File: config.mk
export PLATFORM = sky130hd
export DESIGN_NAME = cic_top
export DESIGN_NICKNAME = d
export VERILOG_FILES = /design/src/design/cic_pkg.sv /design/src/design/cic_unit.sv /design/src/design/cic_top.sv
export SDC_FILE = /design/constraint.sdc
export NUM_CORES = 1
export LEC_CHECK = 0
export BUFFER_PORTS_ARGS = -buffer_cell sky130_fd_sc_hd__buf_2
export CAP_MARGIN = 25
export CORE_UTILIZATION = 40
export CTS_BUF_LIST = sky130_fd_sc_hd__clkbuf_8
export DETAILED_ROUTE_END_ITERATION = 7
export PLACE_DENSITY = 0.56
export SYNTH_ARGS = -nofsm -noshare
export SYNTH_HDL_FRONTEND = slang
export SYNTH_SLANG_ARGS = --single-unit
File: constraint.sdc
create_clock -name i_core_clk -period 10.2 [get_ports i_core_clk]
set_input_delay 1.53 -clock i_core_clk [delete_from_list [all_inputs] [get_ports i_core_clk]]
set_output_delay 1.53 -clock i_core_clk [all_outputs]
set_load 0.01 [all_outputs]
File: src/design/cic_pkg.sv
// constants, state type and a priority helper for the cascaded interrupt controller
// assumes one 20 MHz core clock and an 8-bit i/o port bus in that domain
package cic_pkg;

  // ----------------------------------------------------------------
  // i/o port map
  // ----------------------------------------------------------------
  localparam logic [15:0] PORT_MST_CMD = 16'h0020;
  localparam logic [15:0] PORT_MST_DATA = 16'h0021;
  localparam logic [15:0] PORT_SLV_CMD = 16'h00a0;
  localparam logic [15:0] PORT_SLV_DATA = 16'h00a1;
  localparam logic [15:0] PORT_NMI_MASK = 16'h0070;

  // ----------------------------------------------------------------
  // command word fields
  // ----------------------------------------------------------------
  localparam int CMD_INIT_BIT = 4;
  localparam int CMD_SEL_BIT = 3;
  localparam int NMI_MASK_BIT = 7;
  localparam int RD_REQ_BIT = 1;
  localparam int RD_SVC_BIT = 0;
  localparam int SMM_EN_BIT = 6;
  localparam int SMM_VAL_BIT = 5;
  localparam logic [2:0] EOI_NONSPEC = 3'h1;
  localparam logic [2:0] EOI_SPEC = 3'h3;

  // ----------------------------------------------------------------
  // reset values and fixed levels
  // ----------------------------------------------------------------
  localparam logic [7:0] SLAVE_ID_RST = 8'h07;
  localparam logic [7:0] MASK_RST = 8'hff;
  localparam logic [2:0] CASCADE_LVL = 3'h2;
  localparam logic [2:0] SPURIOUS_LVL = 3'h7;
  localparam logic [15:0] SYNC_RST = 16'h8000;
  localparam logic NMI_MASK_RST = 1'b1;

  typedef enum logic [1:0] {ST_OPER, ST_BASE, ST_CASC, ST_MODE}
    cic_icw_state_t;

  // index of the highest-priority set bit (bit 0 wins), 8 when none
  function automatic logic [3:0] cic_first_set(input logic [7:0] v);
    logic [3:0] idx;
    idx = 4'h8;
    for (int i = 7; i >= 0; i--)
    begin
      if (v[i])
        idx = 4'(i);
    end
    return idx;
  endfunction

endpackage

File: src/design/cic_unit.sv
// one programmable interrupt unit: request, in-service and mask registers,
// priority resolver and command word decoding
// assumes requests, writes and acknowledges are already in the core domain
module cic_unit
  import cic_pkg::*;
(
  // clock and reset
  input wire logic i_core_clk,
  input wire logic i_nrst,
  // request levels
  input wire logic [7:0] i_req,
  // port writes
  input wire logic i_wr_even,
  input wire logic i_wr_odd,
  input wire logic [7:0] i_wdata,
  // acknowledge
  input wire logic i_ack_first,
  // outputs
  output logic o_int,
  output logic [7:0] o_vec,
  output logic [7:0] o_status,
  output logic [7:0] o_mask,
  output logic [7:0] o_id,
  output logic [2:0] o_win
);

  logic [7:0] pend_ff, insv_ff, lmask_ff, prev_ff, id_ff;
  logic [7:0] nxt_pend, nxt_insv, nxt_lmask, nxt_prev, nxt_id;
  logic [4:0] base_ff, nxt_base;
  logic [2:0] lvl_ff, nxt_lvl;
  logic smm_ff, nxt_smm, ris_ff, nxt_ris;
  cic_icw_state_t state_ff, nxt_state;
  logic [3:0] req_pri, svc_pri, top_insv;
  logic [7:0] rise, clr_pend, set_insv, clr_insv;

  // ----------------------------------------------------------------
  // priority resolver
  // ----------------------------------------------------------------
  // special mask mode lets a masked in-service level stop blocking
  always_comb
  begin
    req_pri = cic_first_set(pend_ff & ~lmask_ff); // RULE_03
    top_insv = cic_first_set(insv_ff);
    svc_pri = cic_first_set(smm_ff ? (insv_ff & ~lmask_ff) : insv_ff);
    o_int = (req_pri < svc_pri); // RULE_05
  end

  // ----------------------------------------------------------------
  // next state
  // ----------------------------------------------------------------
  always_comb
  begin
    rise = i_req & ~prev_ff;
    clr_pend = 8'h00;
    set_insv = 8'h00;
    clr_insv = 8'h00;
    nxt_prev = i_req;
    nxt_state = state_ff;
    nxt_lmask = lmask_ff;
    nxt_base = base_ff;
    nxt_id = id_ff;
    nxt_smm = smm_ff;
    nxt_ris = ris_ff;
    nxt_lvl = lvl_ff;
    // first acknowledge strobes the winner into in-service
    if (i_ack_first)
    begin
      if (o_int)
      begin
        nxt_lvl = req_pri[2:0];
        clr_pend[req_pri[2:0]] = 1'b1; // RULE_04
        set_insv[req_pri[2:0]] = 1'b1; // RULE_04
      end
      else
        nxt_lvl = SPURIOUS_LVL;
    end
    if (i_wr_even && i_wdata[CMD_INIT_BIT])
    begin
      nxt_state = ST_BASE; // RULE_22
      nxt_lmask = 8'h00; // RULE_15
      clr_insv = 8'hff; // RULE_15
      clr_pend = 8'hff; // RULE_17
      nxt_id = SLAVE_ID_RST; // RULE_16
      nxt_smm = 1'b0; // RULE_16
      nxt_ris = 1'b0; // RULE_16
    end
    else if (i_wr_even && !i_wdata[CMD_SEL_BIT])
    begin
      nxt_state = ST_OPER; // RULE_19
      case (i_wdata[7:5])
        EOI_NONSPEC:
        begin
          if (!top_insv[3])
            clr_insv[top_insv[2:0]] = 1'b1;
        end
        EOI_SPEC: clr_insv[i_wdata[2:0]] = 1'b1;
        default: clr_insv = 8'h00;
      endcase
    end
    else if (i_wr_even)
    begin
      nxt_state = ST_OPER; // RULE_20
      if (i_wdata[RD_REQ_BIT])
        nxt_ris = i_wdata[RD_SVC_BIT];
      if (i_wdata[SMM_EN_BIT])
        nxt_smm = i_wdata[SMM_VAL_BIT];
    end
    else if (i_wr_odd)
    begin
      case (state_ff)
        ST_BASE:
        begin
          nxt_base = i_wdata[7:3];
          nxt_state = ST_CASC; // RULE_14
        end
        ST_CASC:
        begin
          nxt_id = i_wdata;
          nxt_state = ST_MODE; // RULE_14
        end
        ST_MODE: nxt_state = ST_OPER; // RULE_14
        ST_OPER: nxt_lmask = i_wdata; // RULE_18
        default: nxt_state = ST_OPER;
      endcase
    end
    // a new edge wins over any clear in the same cycle
    nxt_pend = (pend_ff & ~clr_pend & i_req) | rise; // RULE_02
    nxt_insv = (insv_ff & ~clr_insv) | set_insv; // RULE_02
  end

  always_ff @(posedge i_core_clk or negedge i_nrst)
  begin
    if (!i_nrst)
    begin
      pend_ff <= 8'h00;
      insv_ff <= 8'h00;
      lmask_ff <= MASK_RST;
      prev_ff <= 8'h00;
      id_ff <= SLAVE_ID_RST;
      base_ff <= 5'h00;
      lvl_ff <= SPURIOUS_LVL;
      smm_ff <= 1'b0;
      ris_ff <= 1'b0;
      state_ff <= ST_OPER;
    end
    else
    begin
      pend_ff <= nxt_pend;
      insv_ff <= nxt_insv;
      lmask_ff <= nxt_lmask;
      prev_ff <= nxt_prev;
      id_ff <= nxt_id;
      base_ff <= nxt_base;
      lvl_ff <= nxt_lvl;
      smm_ff <= nxt_smm;
      ris_ff <= nxt_ris;
      state_ff <= nxt_state;
    end
  end

  // status reads and vector come straight from registers
  assign o_status = ris_ff ? insv_ff : pend_ff; // RULE_12
  assign o_mask = lmask_ff; // RULE_12
  assign o_vec = {base_ff, lvl_ff}; // RULE_23
  assign o_id = id_ff;
  assign o_win = req_pri[2:0];
endmodule

File: src/design/cic_top.sv
// cascaded pair of interrupt units with port decode, acknowledge sequencing
// and the non-maskable interrupt mask latch
// assumes i/o strobes and acknowledge pulses come from core-clock logic;
// request lines and the channel check line are pins and get synchronised
// Operation
// RULE_01: master at 20h/21h, slave at a0h/a1h
// RULE_02: each unit keeps pending and in-service registers
// RULE_03: per-line masks, lower levels stay unaffected
// RULE_04: first acknowledge marks winning level in service
// RULE_05: interrupt only when request outranks service; host acknowledges
// RULE_06: slave output drives master input two
// RULE_07: order 0,1, slave 8-15, then 3-7
// RULE_08: simultaneous requests served one at a time
// RULE_09: port 70h bit 7 sets nmi mask
// RULE_10: nmi mask latch set after power-on
// RULE_11: parity error or channel check raises nmi
// RULE_12: even port status read, odd port mask
// RULE_13: host starts init writing 11h to even port
// RULE_14: next three odd writes are init words
// RULE_15: init clears mask, service, fixed priority
// RULE_16: init sets id 7, no special mask
// RULE_17: init resets edge sensing
// RULE_18: odd writes after init load the mask
// RULE_19: even write bit4 low picks op word
// RULE_20: op words accepted in any order
// RULE_21: timer counter zero drives master input zero
// RULE_22: even write bit4 high restarts init
// RULE_23: acknowledge returns base plus level vector
module cic_top
  import cic_pkg::*;
(
  // clock and reset
  input wire logic i_core_clk,
  input wire logic i_nrst,
  // i/o port bus
  input wire logic [15:0] i_io_addr,
  input wire logic i_io_wr,
  input wire logic i_io_rd,
  input wire logic [7:0] i_io_wdata,
  output logic [7:0] o_io_rdata,
  output logic o_io_rdata_vld,
  // processor interrupt handshake
  input wire logic i_int_ack,
  output logic o_intr,
  output logic [7:0] o_vector,
  output logic o_vector_vld,
  // request pins
  input wire logic i_timer_out,
  input wire logic i_irq_kbd,
  input wire logic [7:3] i_irq_lo,
  input wire logic [15:8] i_irq_hi,
  // non-maskable sources
  input wire logic i_parity_err,
  input wire logic i_iochck_n,
  output logic o_nmi
);

  // ----------------------------------------------------------------
  // pin synchronisers
  // ----------------------------------------------------------------
  // bit 15 is the active-low channel check, so it resets high
  logic [15:0] pins, sync1_ff, sync2_ff, nxt_sync1, nxt_sync2;

  always_comb
  begin
    pins = {i_iochck_n, i_irq_hi, i_irq_lo, i_irq_kbd, i_timer_out};
    nxt_sync1 = pins;
    nxt_sync2 = sync1_ff;
  end

  always_ff @(posedge i_core_clk or negedge i_nrst)
  begin
    if (!i_nrst)
    begin
      sync1_ff <= SYNC_RST;
      sync2_ff <= SYNC_RST;
    end
    else
    begin
      sync1_ff <= nxt_sync1;
      sync2_ff <= nxt_sync2;
    end
  end

  // ----------------------------------------------------------------
  // port decode
  // ----------------------------------------------------------------
  logic mst_wr_even, mst_wr_odd, slv_wr_even, slv_wr_odd, nmi_wr;

  // full 16-bit compare so aliases of the ports stay unmapped
  always_comb
  begin
    mst_wr_even = i_io_wr && (i_io_addr == PORT_MST_CMD); // RULE_01
    mst_wr_odd = i_io_wr && (i_io_addr == PORT_MST_DATA); // RULE_01
    slv_wr_even = i_io_wr && (i_io_addr == PORT_SLV_CMD); // RULE_01
    slv_wr_odd = i_io_wr && (i_io_addr == PORT_SLV_DATA); // RULE_01
    nmi_wr = i_io_wr && (i_io_addr == PORT_NMI_MASK);
  end

  // ----------------------------------------------------------------
  // controller pair
  // ----------------------------------------------------------------
  logic [7:0] mst_req, slv_req;
  logic mst_int, slv_int, mst_ack1, slv_ack1;
  logic [7:0] mst_vec, slv_vec, mst_stat, slv_stat;
  logic [7:0] mst_mask, slv_mask, mst_id, slv_id;
  logic [2:0] mst_win, slv_win;
  logic casc_now;

  // slave's output replaces master input two, so slave levels rank
  // between irq1 and irq3
  always_comb
  begin
    mst_req = {sync2_ff[6:2], 1'b0, sync2_ff[1:0]}; // RULE_21
    mst_req[CASCADE_LVL] = slv_int; // RULE_06
    slv_req = sync2_ff[14:7]; // RULE_07
  end

  cic_unit u_master (
    .i_core_clk(i_core_clk),
    .i_nrst(i_nrst),
    .i_req(mst_req),
    .i_wr_even(mst_wr_even),
    .i_wr_odd(mst_wr_odd),
    .i_wdata(i_io_wdata),
    .i_ack_first(mst_ack1),
    .o_int(mst_int),
    .o_vec(mst_vec),
    .o_status(mst_stat),
    .o_mask(mst_mask),
    .o_id(mst_id),
    .o_win(mst_win)
  );

  cic_unit u_slave (
    .i_core_clk(i_core_clk),
    .i_nrst(i_nrst),
    .i_req(slv_req),
    .i_wr_even(slv_wr_even),
    .i_wr_odd(slv_wr_odd),
    .i_wdata(i_io_wdata),
    .i_ack_first(slv_ack1),
    .o_int(slv_int),
    .o_vec(slv_vec),
    .o_status(slv_stat),
    .o_mask(slv_mask),
    .o_id(slv_id),
    .o_win(slv_win)
  );

  // ----------------------------------------------------------------
  // acknowledge sequencing
  // ----------------------------------------------------------------
  logic phase_ff, nxt_phase, casc_ff, nxt_casc;
  logic [7:0] vector_ff, nxt_vector;
  logic vld_ff, nxt_vld;

  // the slave answers only when the master's winner is the input whose
  // cascade bit is set and that matches the slave's identity
  always_comb
  begin
    casc_now = mst_int && mst_id[mst_win] &&
               (slv_id[2:0] == mst_win); // RULE_06
    mst_ack1 = i_int_ack && !phase_ff; // RULE_04
    slv_ack1 = mst_ack1 && casc_now; // RULE_08
    nxt_phase = phase_ff;
    nxt_casc = casc_ff;
    nxt_vector = vector_ff;
    nxt_vld = 1'b0;
    if (i_int_ack && !phase_ff)
    begin
      nxt_phase = 1'b1;
      nxt_casc = casc_now;
    end
    else if (i_int_ack)
    begin
      nxt_phase = 1'b0;
      nxt_vector = casc_ff ? slv_vec : mst_vec; // RULE_23
      nxt_vld = 1'b1;
    end
  end

  always_ff @(posedge i_core_clk or negedge i_nrst)
  begin
    if (!i_nrst)
    begin
      phase_ff <= 1'b0;
      casc_ff <= 1'b0;
      vector_ff <= 8'h00;
      vld_ff <= 1'b0;
    end
    else
    begin
      phase_ff <= nxt_phase;
      casc_ff <= nxt_casc;
      vector_ff <= nxt_vector;
      vld_ff <= nxt_vld;
    end
  end

  // interrupt line is a handshake level, taken straight from the master
  assign o_intr = mst_int; // RULE_05
  assign o_vector = vector_ff;
  assign o_vector_vld = vld_ff;

  // ----------------------------------------------------------------
  // port reads
  // ----------------------------------------------------------------
  logic [7:0] rdata_ff, nxt_rdata;
  logic rvld_ff, nxt_rvld;

  // nmi port is write-only and unmapped ports read zero
  always_comb
  begin
    nxt_rvld = i_io_rd;
    nxt_rdata = 8'h00;
    if (i_io_rd)
    begin
      case (i_io_addr)
        PORT_MST_CMD: nxt_rdata = mst_stat; // RULE_12
        PORT_MST_DATA: nxt_rdata = mst_mask; // RULE_12
        PORT_SLV_CMD: nxt_rdata = slv_stat; // RULE_12
        PORT_SLV_DATA: nxt_rdata = slv_mask; // RULE_12
        default: nxt_rdata = 8'h00;
      endcase
    end
  end

  always_ff @(posedge i_core_clk or negedge i_nrst)
  begin
    if (!i_nrst)
    begin
      rdata_ff <= 8'h00;
      rvld_ff <= 1'b0;
    end
    else
    begin
      rdata_ff <= nxt_rdata;
      rvld_ff <= nxt_rvld;
    end
  end

  assign o_io_rdata = rdata_ff;
  assign o_io_rdata_vld = rvld_ff;

  // ----------------------------------------------------------------
  // non-maskable interrupt
  // ----------------------------------------------------------------
  logic nmi_mask_ff, nxt_nmi_mask, nmi_ff, nxt_nmi;

  // only bit 7 of the written byte matters; the others are dropped
  always_comb
  begin
    nxt_nmi_mask = nmi_mask_ff;
    if (nmi_wr)
      nxt_nmi_mask = i_io_wdata[NMI_MASK_BIT]; // RULE_09
    nxt_nmi = !nmi_mask_ff &&
              (i_parity_err || !sync2_ff[15]); // RULE_11
  end

  always_ff @(posedge i_core_clk or negedge i_nrst)
  begin
    if (!i_nrst)
    begin
      nmi_mask_ff <= NMI_MASK_RST; // RULE_10
      nmi_ff <= 1'b0;
    end
    else
    begin
      nmi_mask_ff <= nxt_nmi_mask;
      nmi_ff <= nxt_nmi;
    end
  end

  assign o_nmi = nmi_ff;
endmodule

==> results.md, run 1 <==
- Status: complete, but fails checks
- Failing checks: DRC
- Hold Vio Cnt, Final: 0
- Core area: 18100 sq um
- Fin crit share: 50.5%
- Clock Pin Slew Worst Setup and Hold Paths: 90 ps
- Multi-input combinational cell area: 3410 sq um
- Fillers: 1734
- Nature of the critical path startpoint: register
- Placed Cells: 1009
- Post-CTS Setup Inserts: 0
- Crit end category: output port
- Origin of the critical flop-to-flop path: u_master.o_mask[7]$_DFFE_PN1P_
- Initial core utilization: 41.2%
- Max-Cap Viols: 0
- Critical Path AT: 3620 ps
- Worst Hold Endpoint: sync2_ff[12]$_DFF_PN0_
- Chip Width: 139 um
- Max-slew violations: 0
- Post-route cell area: 8430 sq um
- Most common library cell in the layout ignoring fill and taps: dfrtp_1
- Int Pwr: 1060 uW
- Seq/Total Area, Yosys: 51.7%
- Sw frac: 35.6%
- Sequential share of power: 45.7%
- WS Path Type: register to output port
- P per Cell Area: 195 nW/um^2
- Hold_sp: nxt_sync2[12]$_DFF_PN0_
- Routed Antenna Nets: 0
- Worst-Margin Slew: 982 ps
- Max clock buf depth: 2
- Net Switching: 584 uW
- Reg-to-reg slack, setup: 5900 ps
- Die height: 139 um
- Clock Skews: 15.4 ps
- RSZ-0062 raised after global routing: no
- CTS tree: yes
- DRC violations left: 6
- Met1 Usage GRT: 35.1%
- Post-Route WL: 22400 um
- TritonCTS Buffers: 17
- TritonRoute pass-1 iters: 8
- Mapped cell area: 7480 sq um
- DR WL/cell: 21.4 um
- LEAKAGE: 0.00368 uW
- Fmax: 194 MHz
- Count of warnings emitted by yosys: 0
- Buffers on Ports: 65
- Detailed Place HPWL: 16400 um
- Initial DRC Count: 574
- Number of nets in the layout: 852
- Most frequent cells in the layout: dfrtp_1, nand2_1, buf_2, nor2_1, a21oi_1
- Syn Nets: 792
- Largest net degree at the start of global routing: 83
- Via count of the routed design: 6054
- Yosys reg bits: 153
- Die area: 19300 sq um
- DP Area: 8000 sq um
- Dominant cells by area after synthesis: dfrtp_1, dfstp_2, nand2_1, mux2_2, a21oi_1
- Non-filler instance count after layout: 1043
- Max_slew headroom: 34.1%
- Storage element area: 3870 sq um
- Vias in the first global route: 5973
- H-tree Lvls: 4
- Combinational power share: 25.2%
- Critical Path RT: 8670 ps
- First-pass GRT wire length: 35100 um
- Total track usage: 24.4%
- Worst VDD drop: 0.0000878 V
- I/O pin count: 66
- Reg2reg end: u_slave.lvl_ff[0]$_DFFE_PN1P_
- Area share of the largest cell type after synthesis: 40.8%
- Most used routing layer: met2
- Met3 Usage GRT: 4.49%
- Post-synth EDFFs: 0
- Post-synth ARST share: 100%
- Setup TNS: 0 ps
- Worst Hold Path Cells: 0
- Syn Inst Count: 740
- Reg2Reg Depth: 10
- Root Driver: clkbuf_8
- Gpl congestion: 0.933
- Gr ovfl total: 0
- Met2 Use GR: 36.6%
- Yosys top cell by area: dfrtp_1
- Final setup viols: 0
- Fin util: 46.4%
- CP Max Fanout: 6
- HP Class: register to register
- Crit path time final: 5150 ps
- Distinct cells, synth: 76
- Vias per std cell: 5.80
- Share of cells above drive strength 1: 22.6%
- Clk network pwr share: 29.1%
- Row Count: 49
- # hold bufs at CTS: 0
- Resize count post-CTS: 0
- Clock latency at the later pin of the worst-skew pair: 460 ps
- Clock sink count: 153
- Area Growth Syn to Fin: 12.6%
- Syn Area/Cell: 10.1 sq um
- Post-synth top flop: dfrtp_1
- Initial antenna violation count: 1
-- Yosys cell counts (3+ instances only) --
cell type	count
nor3_2	3
dfstp_2	31
a21oi_1	44
a221o_1	3
buf_2	6
ha_1	6
o221ai_1	5
o31ai_1	4
nand4_1	4
o21ai_0	34
a21boi_0	7
nor2b_1	18
dfrtp_1	122
a21o_1	5
a32oi_1	4
mux2_2	29
mux2i_1	22
nand2b_1	29
nor3_1	12
or2_2	3
a41oi_1	8
a32o_1	7
nor4_1	5
and2_1	7
inv_1	16
a222oi_1	8
and3_1	5
nor2_1	57
o211ai_1	4
o21a_1	4
clkbuf_1	20
a31o_1	7
o211a_1	8
nand3_1	12
a31oi_1	8
nand2_1	120
-- layer usage --
layer / vias to the layer above / share of wire (%)
met1: 2975 / 46
li1: 2803 / -
met5: - / 0
met3: 35 / 6.6
met4: 0 / 2.9
met2: 241 / 44
-- flip-flops by register name, indices dropped and copies added, names as in the netlist, 2 cells and up --
| register | flops |
|---|---|
| u_master.pend_ff | 8 |
| u_master.prev_ff | 8 |
| u_master.o_id | 8 |
| u_slave.base_ff | 5 |
| sync2_ff | 16 |
| u_slave.state_ff | 2 |
| u_master.o_mask | 8 |
| u_master.lvl_ff | 3 |
| nxt_sync2 | 16 |
| u_master.state_ff | 2 |
| u_slave.o_id | 3 |
| u_slave.prev_ff | 8 |
| u_slave.o_mask | 8 |
| u_slave.lvl_ff | 3 |
| o_io_rdata | 8 |
| u_slave.pend_ff | 8 |
| u_master.base_ff | 5 |
| u_slave.insv_ff | 8 |
| o_vector | 8 |
| u_master.insv_ff | 8 |
-- kinds of logic (layout without fill, tap and decap cells) --
group / after synthesis / count (layout) / share of synthesized area, %
buffers and inverters: 47 / 120 / 2.76
DFF: 153 / 153 / 51.7
xor gates and xnor gates: 1 / 1 / 0.117
other: 0 / 1 / 0
and+or+nand+nor: 295 / 295 / 19.3
muxes: 51 / 51 / 7.31
AOI/OAI and AO/OA: 187 / 187 / 17.8
adders and majority gates: 6 / 6 / 1.00
-- worst max-delay path: stages (launching register included) --
cell       delay [ps]
dfstp_2           580
nor2b_1           110
nor4_1            810
and2_1            230
ha_1              230
a2111oi_1         500
nand4_1           190
a32oi_2           320
buf_2             200
-- final cells by class --
cell class                 count  share of cell area (%)
sequential                   153                    45.9
multi-input combinational    540                    40.4
timing repair buffer          72                    4.65
tap                          229                    3.40
clock buffer                  17                    2.78
clock inverter                15                    2.11
inverter                      16                   0.713
antenna                        1                  0.0297
-- power groups by stage --
stage / Sequential, uW / Combinational, uW / Clock, uW
floorplan: 733 / 278 / 0
global placement: 761 / 400 / 0
detailed placement: 761 / 412 / 0
CTS: 749 / 414 / 495
global route: 761 / 455 / 525
finish: 750 / 414 / 478
-- metrics by stage --
stage / hold slack [ps] / setup WS, ps / total power, uW
CTS: 359 / 5070 / 1660
finish: 356 / 5050 / 1640
floorplan: 331 / 6240 / 1010
global route: 364 / 4680 / 1740
detailed placement: 336 / 5590 / 1170
global placement: 333 / 5690 / 1160
-- worst max path at each step --
stage / cells after the start / end / start / slack (ps)
after global routing: 8 / o_intr / u_master.o_mask[7]$_DFFE_PN1P_ / 4680
after floorplan: 7 / o_intr / u_master.o_mask[7]$_DFFE_PN1P_ / 6240
after global placement: 8 / o_intr / u_master.o_mask[7]$_DFFE_PN1P_ / 5690
final: 8 / o_intr / u_master.o_mask[7]$_DFFE_PN1P_ / 5050
after CTS: 8 / o_intr / u_master.o_mask[7]$_DFFE_PN1P_ / 5070
after detailed placement: 8 / o_intr / u_master.o_mask[7]$_DFFE_PN1P_ / 5590
(Power assumes the default switching activity.)
==> run 2: changes to the inputs <==
ABC_AREA = 1   (was not set)
clock period = 5.09 ns   (was 10.2 ns; I/O delays follow)
==> results.md, run 2 <==
- Fin crit share: 66.3%
- Clock latency at the later pin of the worst-skew pair: 460 ps
- Post-Route WL: 20600 um
- RSZ-0062 raised after global routing: no
- Crit end category: output port
- CP peak stage delay: 560 ps
- First-pass GRT wire length: 32700 um
- DP Area: 8040 sq um
- Post-CTS Setup Inserts: 0
- TritonCTS Buffers: 17
- CTS tree: yes
- Slowest cell on crit path: dfstp_2
- Detailed Place HPWL: 15600 um
- Fin util: 46.9%
- Share of cells above drive strength 1: 20.0%
- Max-Cap Viols: 0
- Vias in the first global route: 6026
- Post-synth top flop: dfrtp_1
- Core area: 18100 sq um
- Post-route cell area: 8480 sq um
- Largest net degree at the start of global routing: 79
- Chip Width: 138 um
- Antenna cells: 0
- Max clock buf depth: 2
- Area Growth Syn to Fin: 13.9%
- Critical Path RT: 4330 ps
- Mapped cell area: 7440 sq um
- Row Count: 49
- P per Cell Area: 297 nW/um^2
- Post-synth ARST share: 100%
- Yosys top cell by area: dfrtp_1
- Clock sink count: 153
- CP Max Fanout: 3
- Buffers on Ports: 65
- Routed Antenna Nets: 0
- Status: complete, but fails checks
- Fmax: 297 MHz
- Post-synth EDFFs: 0
- DRC violations left: 8
- Reg2Reg Depth: 16
- Crit path time final: 3370 ps
- Failing checks: DRC
- Max_slew headroom: 27.3%
- Critical Path AT: 2610 ps
- Fillers: 1821
- CP Launch Point: u_master.o_mask[3]$_DFFE_PN1P_
- Yosys reg bits: 153
- Seq/Total Area, Yosys: 52.0%
- DR WL/cell: 17.0 um
- H-tree Lvls: 4
- Origin of the critical flop-to-flop path: u_master.o_mask[3]$_DFFE_PN1P_
- Reg2reg end: u_slave.pend_ff[0]$_DFF_PN0_
- Final Power: 2520 uW
- Die area: 19200 sq um
- Initial DRC Count: 480
- Total track usage: 22.5%
- Root Driver: clkbuf_8
- Worst VDD drop: 0.000163 V
- Nature of the critical path startpoint: register
- Final setup viols: 0
- Max-slew violations: 0
- Syn Area/Cell: 8.31 sq um
- Crit path to: o_intr
- Clock Pin Slew Worst Setup and Hold Paths: 90 ps
- Count of warnings emitted by yosys: 0
- I/O pin count: 66
- Syn Inst Count: 895
- Syn Nets: 947
- Multi-input combinational cell area: 3000 sq um
- Clock Skews: 14.8 ps
- Gpl congestion: 0.980
- Initial antenna violation count: 0
- # hold bufs at CTS: 0
- Most common library cells after synthesis: nand2_1, dfrtp_1, inv_1
- Dominant cells by area after synthesis: dfrtp_1, dfstp_2, nand2_1, inv_1, o21ai_0
- Initial core utilization: 41.1%
- TritonRoute pass-1 iters: 7
- Number of nets in the layout: 1025
- HP Class: input pin to asynchronous set/reset pin
- Worst-Margin Slew: 1080 ps
- Vias per std cell: 5.20
- Setup TNS: 0 ps
- CP Cell Sequence: inv_2, o21ai_0, nand2_1, nor2_1, nand2_1, ha_1, a21oi_1, nand2_2, inv_1, buf_2
- CP most frequent cell: nand2_1
- Reg-to-reg slack, setup: 2150 ps
- WS Path Type: register to output port
- Count leader, synth: nand2_1
- Non-filler instance count after layout: 1215
- Hold Vio Cnt, Final: 0
- Distinct cells, synth: 43
- Die height: 138 um
- Via count of the routed design: 6316
- Placed Cells: 1183
- Most common library cell in the layout ignoring fill and taps: nand2_1
- Gr ovfl total: 0
- Resize count post-CTS: 0
- Area share of the largest cell type after synthesis: 41.0%
- Most frequent cells in the layout: nand2_1, dfrtp_1, inv_1, nor2_1, o21ai_0
- Storage element area: 3870 sq um
- LEAKAGE: 0.00420 uW
-- run 2: changes by cell type after synthesis, sizes merged, moves of 13 or more --
cell / delta
nor2b: -18
o21ai: +44
mux2i: -22
nand2: +106
nand2b: -29
nand3: +39
inv: +119
nor2: +51
mux2: -29
clkbuf: -13
-- run 2: cell type report --
type	instances	share of cell area, %
timing repair buffer	69	4.27
clock buffer	19	3.09
sequential	153	45.6
tap	229	3.38
multi-input combinational	594	35.4
clock inverter	13	2.08
inverter	138	6.11
-- run 2: metrics by stage --
stage / hold WS (ps) / setup slack, ps
after floorplan: 331 / 2570
after global placement: 332 / 2220
after detailed placement: 336 / 2220
after CTS: 345 / 1710
after global routing: 360 / 1450
final: 327 / 1720
-- run 2: how the worst min path moves through the flow --
stage | start | endpoint | slack [ps]
after floorplan | nxt_sync2[0]$_DFF_PN0_ | sync2_ff[0]$_DFF_PN0_ | 330
after global placement | nxt_sync2[6]$_DFF_PN0_ | sync2_ff[6]$_DFF_PN0_ | 330
after detailed placement | nxt_sync2[3]$_DFF_PN0_ | sync2_ff[3]$_DFF_PN0_ | 340
after CTS | i_nrst | o_io_rdata[7]$_DFF_PN0_ | 350
after global routing | nxt_sync2[11]$_DFF_PN0_ | sync2_ff[11]$_DFF_PN0_ | 360
final | i_nrst | o_io_rdata_vld$_DFF_PN0_ | 330
-- run 2: per-layer routing --
layer / vias to the layer above / track usage, % / wire, um
li1: 3067 / - / -
met1: 3000 / 31.0 / 9380
met2: 209 / 35.1 / 9460
met3: 40 / 3.67 / 1230
met4: 0 / 10.1 / 576
met5: - / 0 / 0
-- run 2: where the power goes --
| part | switching, uW | total (uW) | internal (uW) |
|---|---|---|---|
| Combinational | 140 | 199 | 59.4 |
| Clock | 475 | 1030 | 558 |
| Sequential | 24.4 | 1290 | 1260 |
-- run 2: logic make-up (layout without fill, tap and decap cells) --
group                    count (synthesis)  count (layout)  share of synthesized area [%]
AND/OR/NAND/NOR                        417             417                           25.8
XOR/XNOR                                 1               1                          0.118
AO/OA/AOI/OAI                          170             170                           13.4
adder cells (fa/ha/maj)                  6               6                           1.01
flip-flops                             153             153                           52.0
buffers and inverters                  148             239                           7.72
-- run 2: worst max-delay path, delay by kind of cell, from the launching register on --
family          cells  cell delay, ps
buf+inv             3             300
flops               1             560
fa+ha+maj           1             310
simple gates        4             530
compound gates      2             450
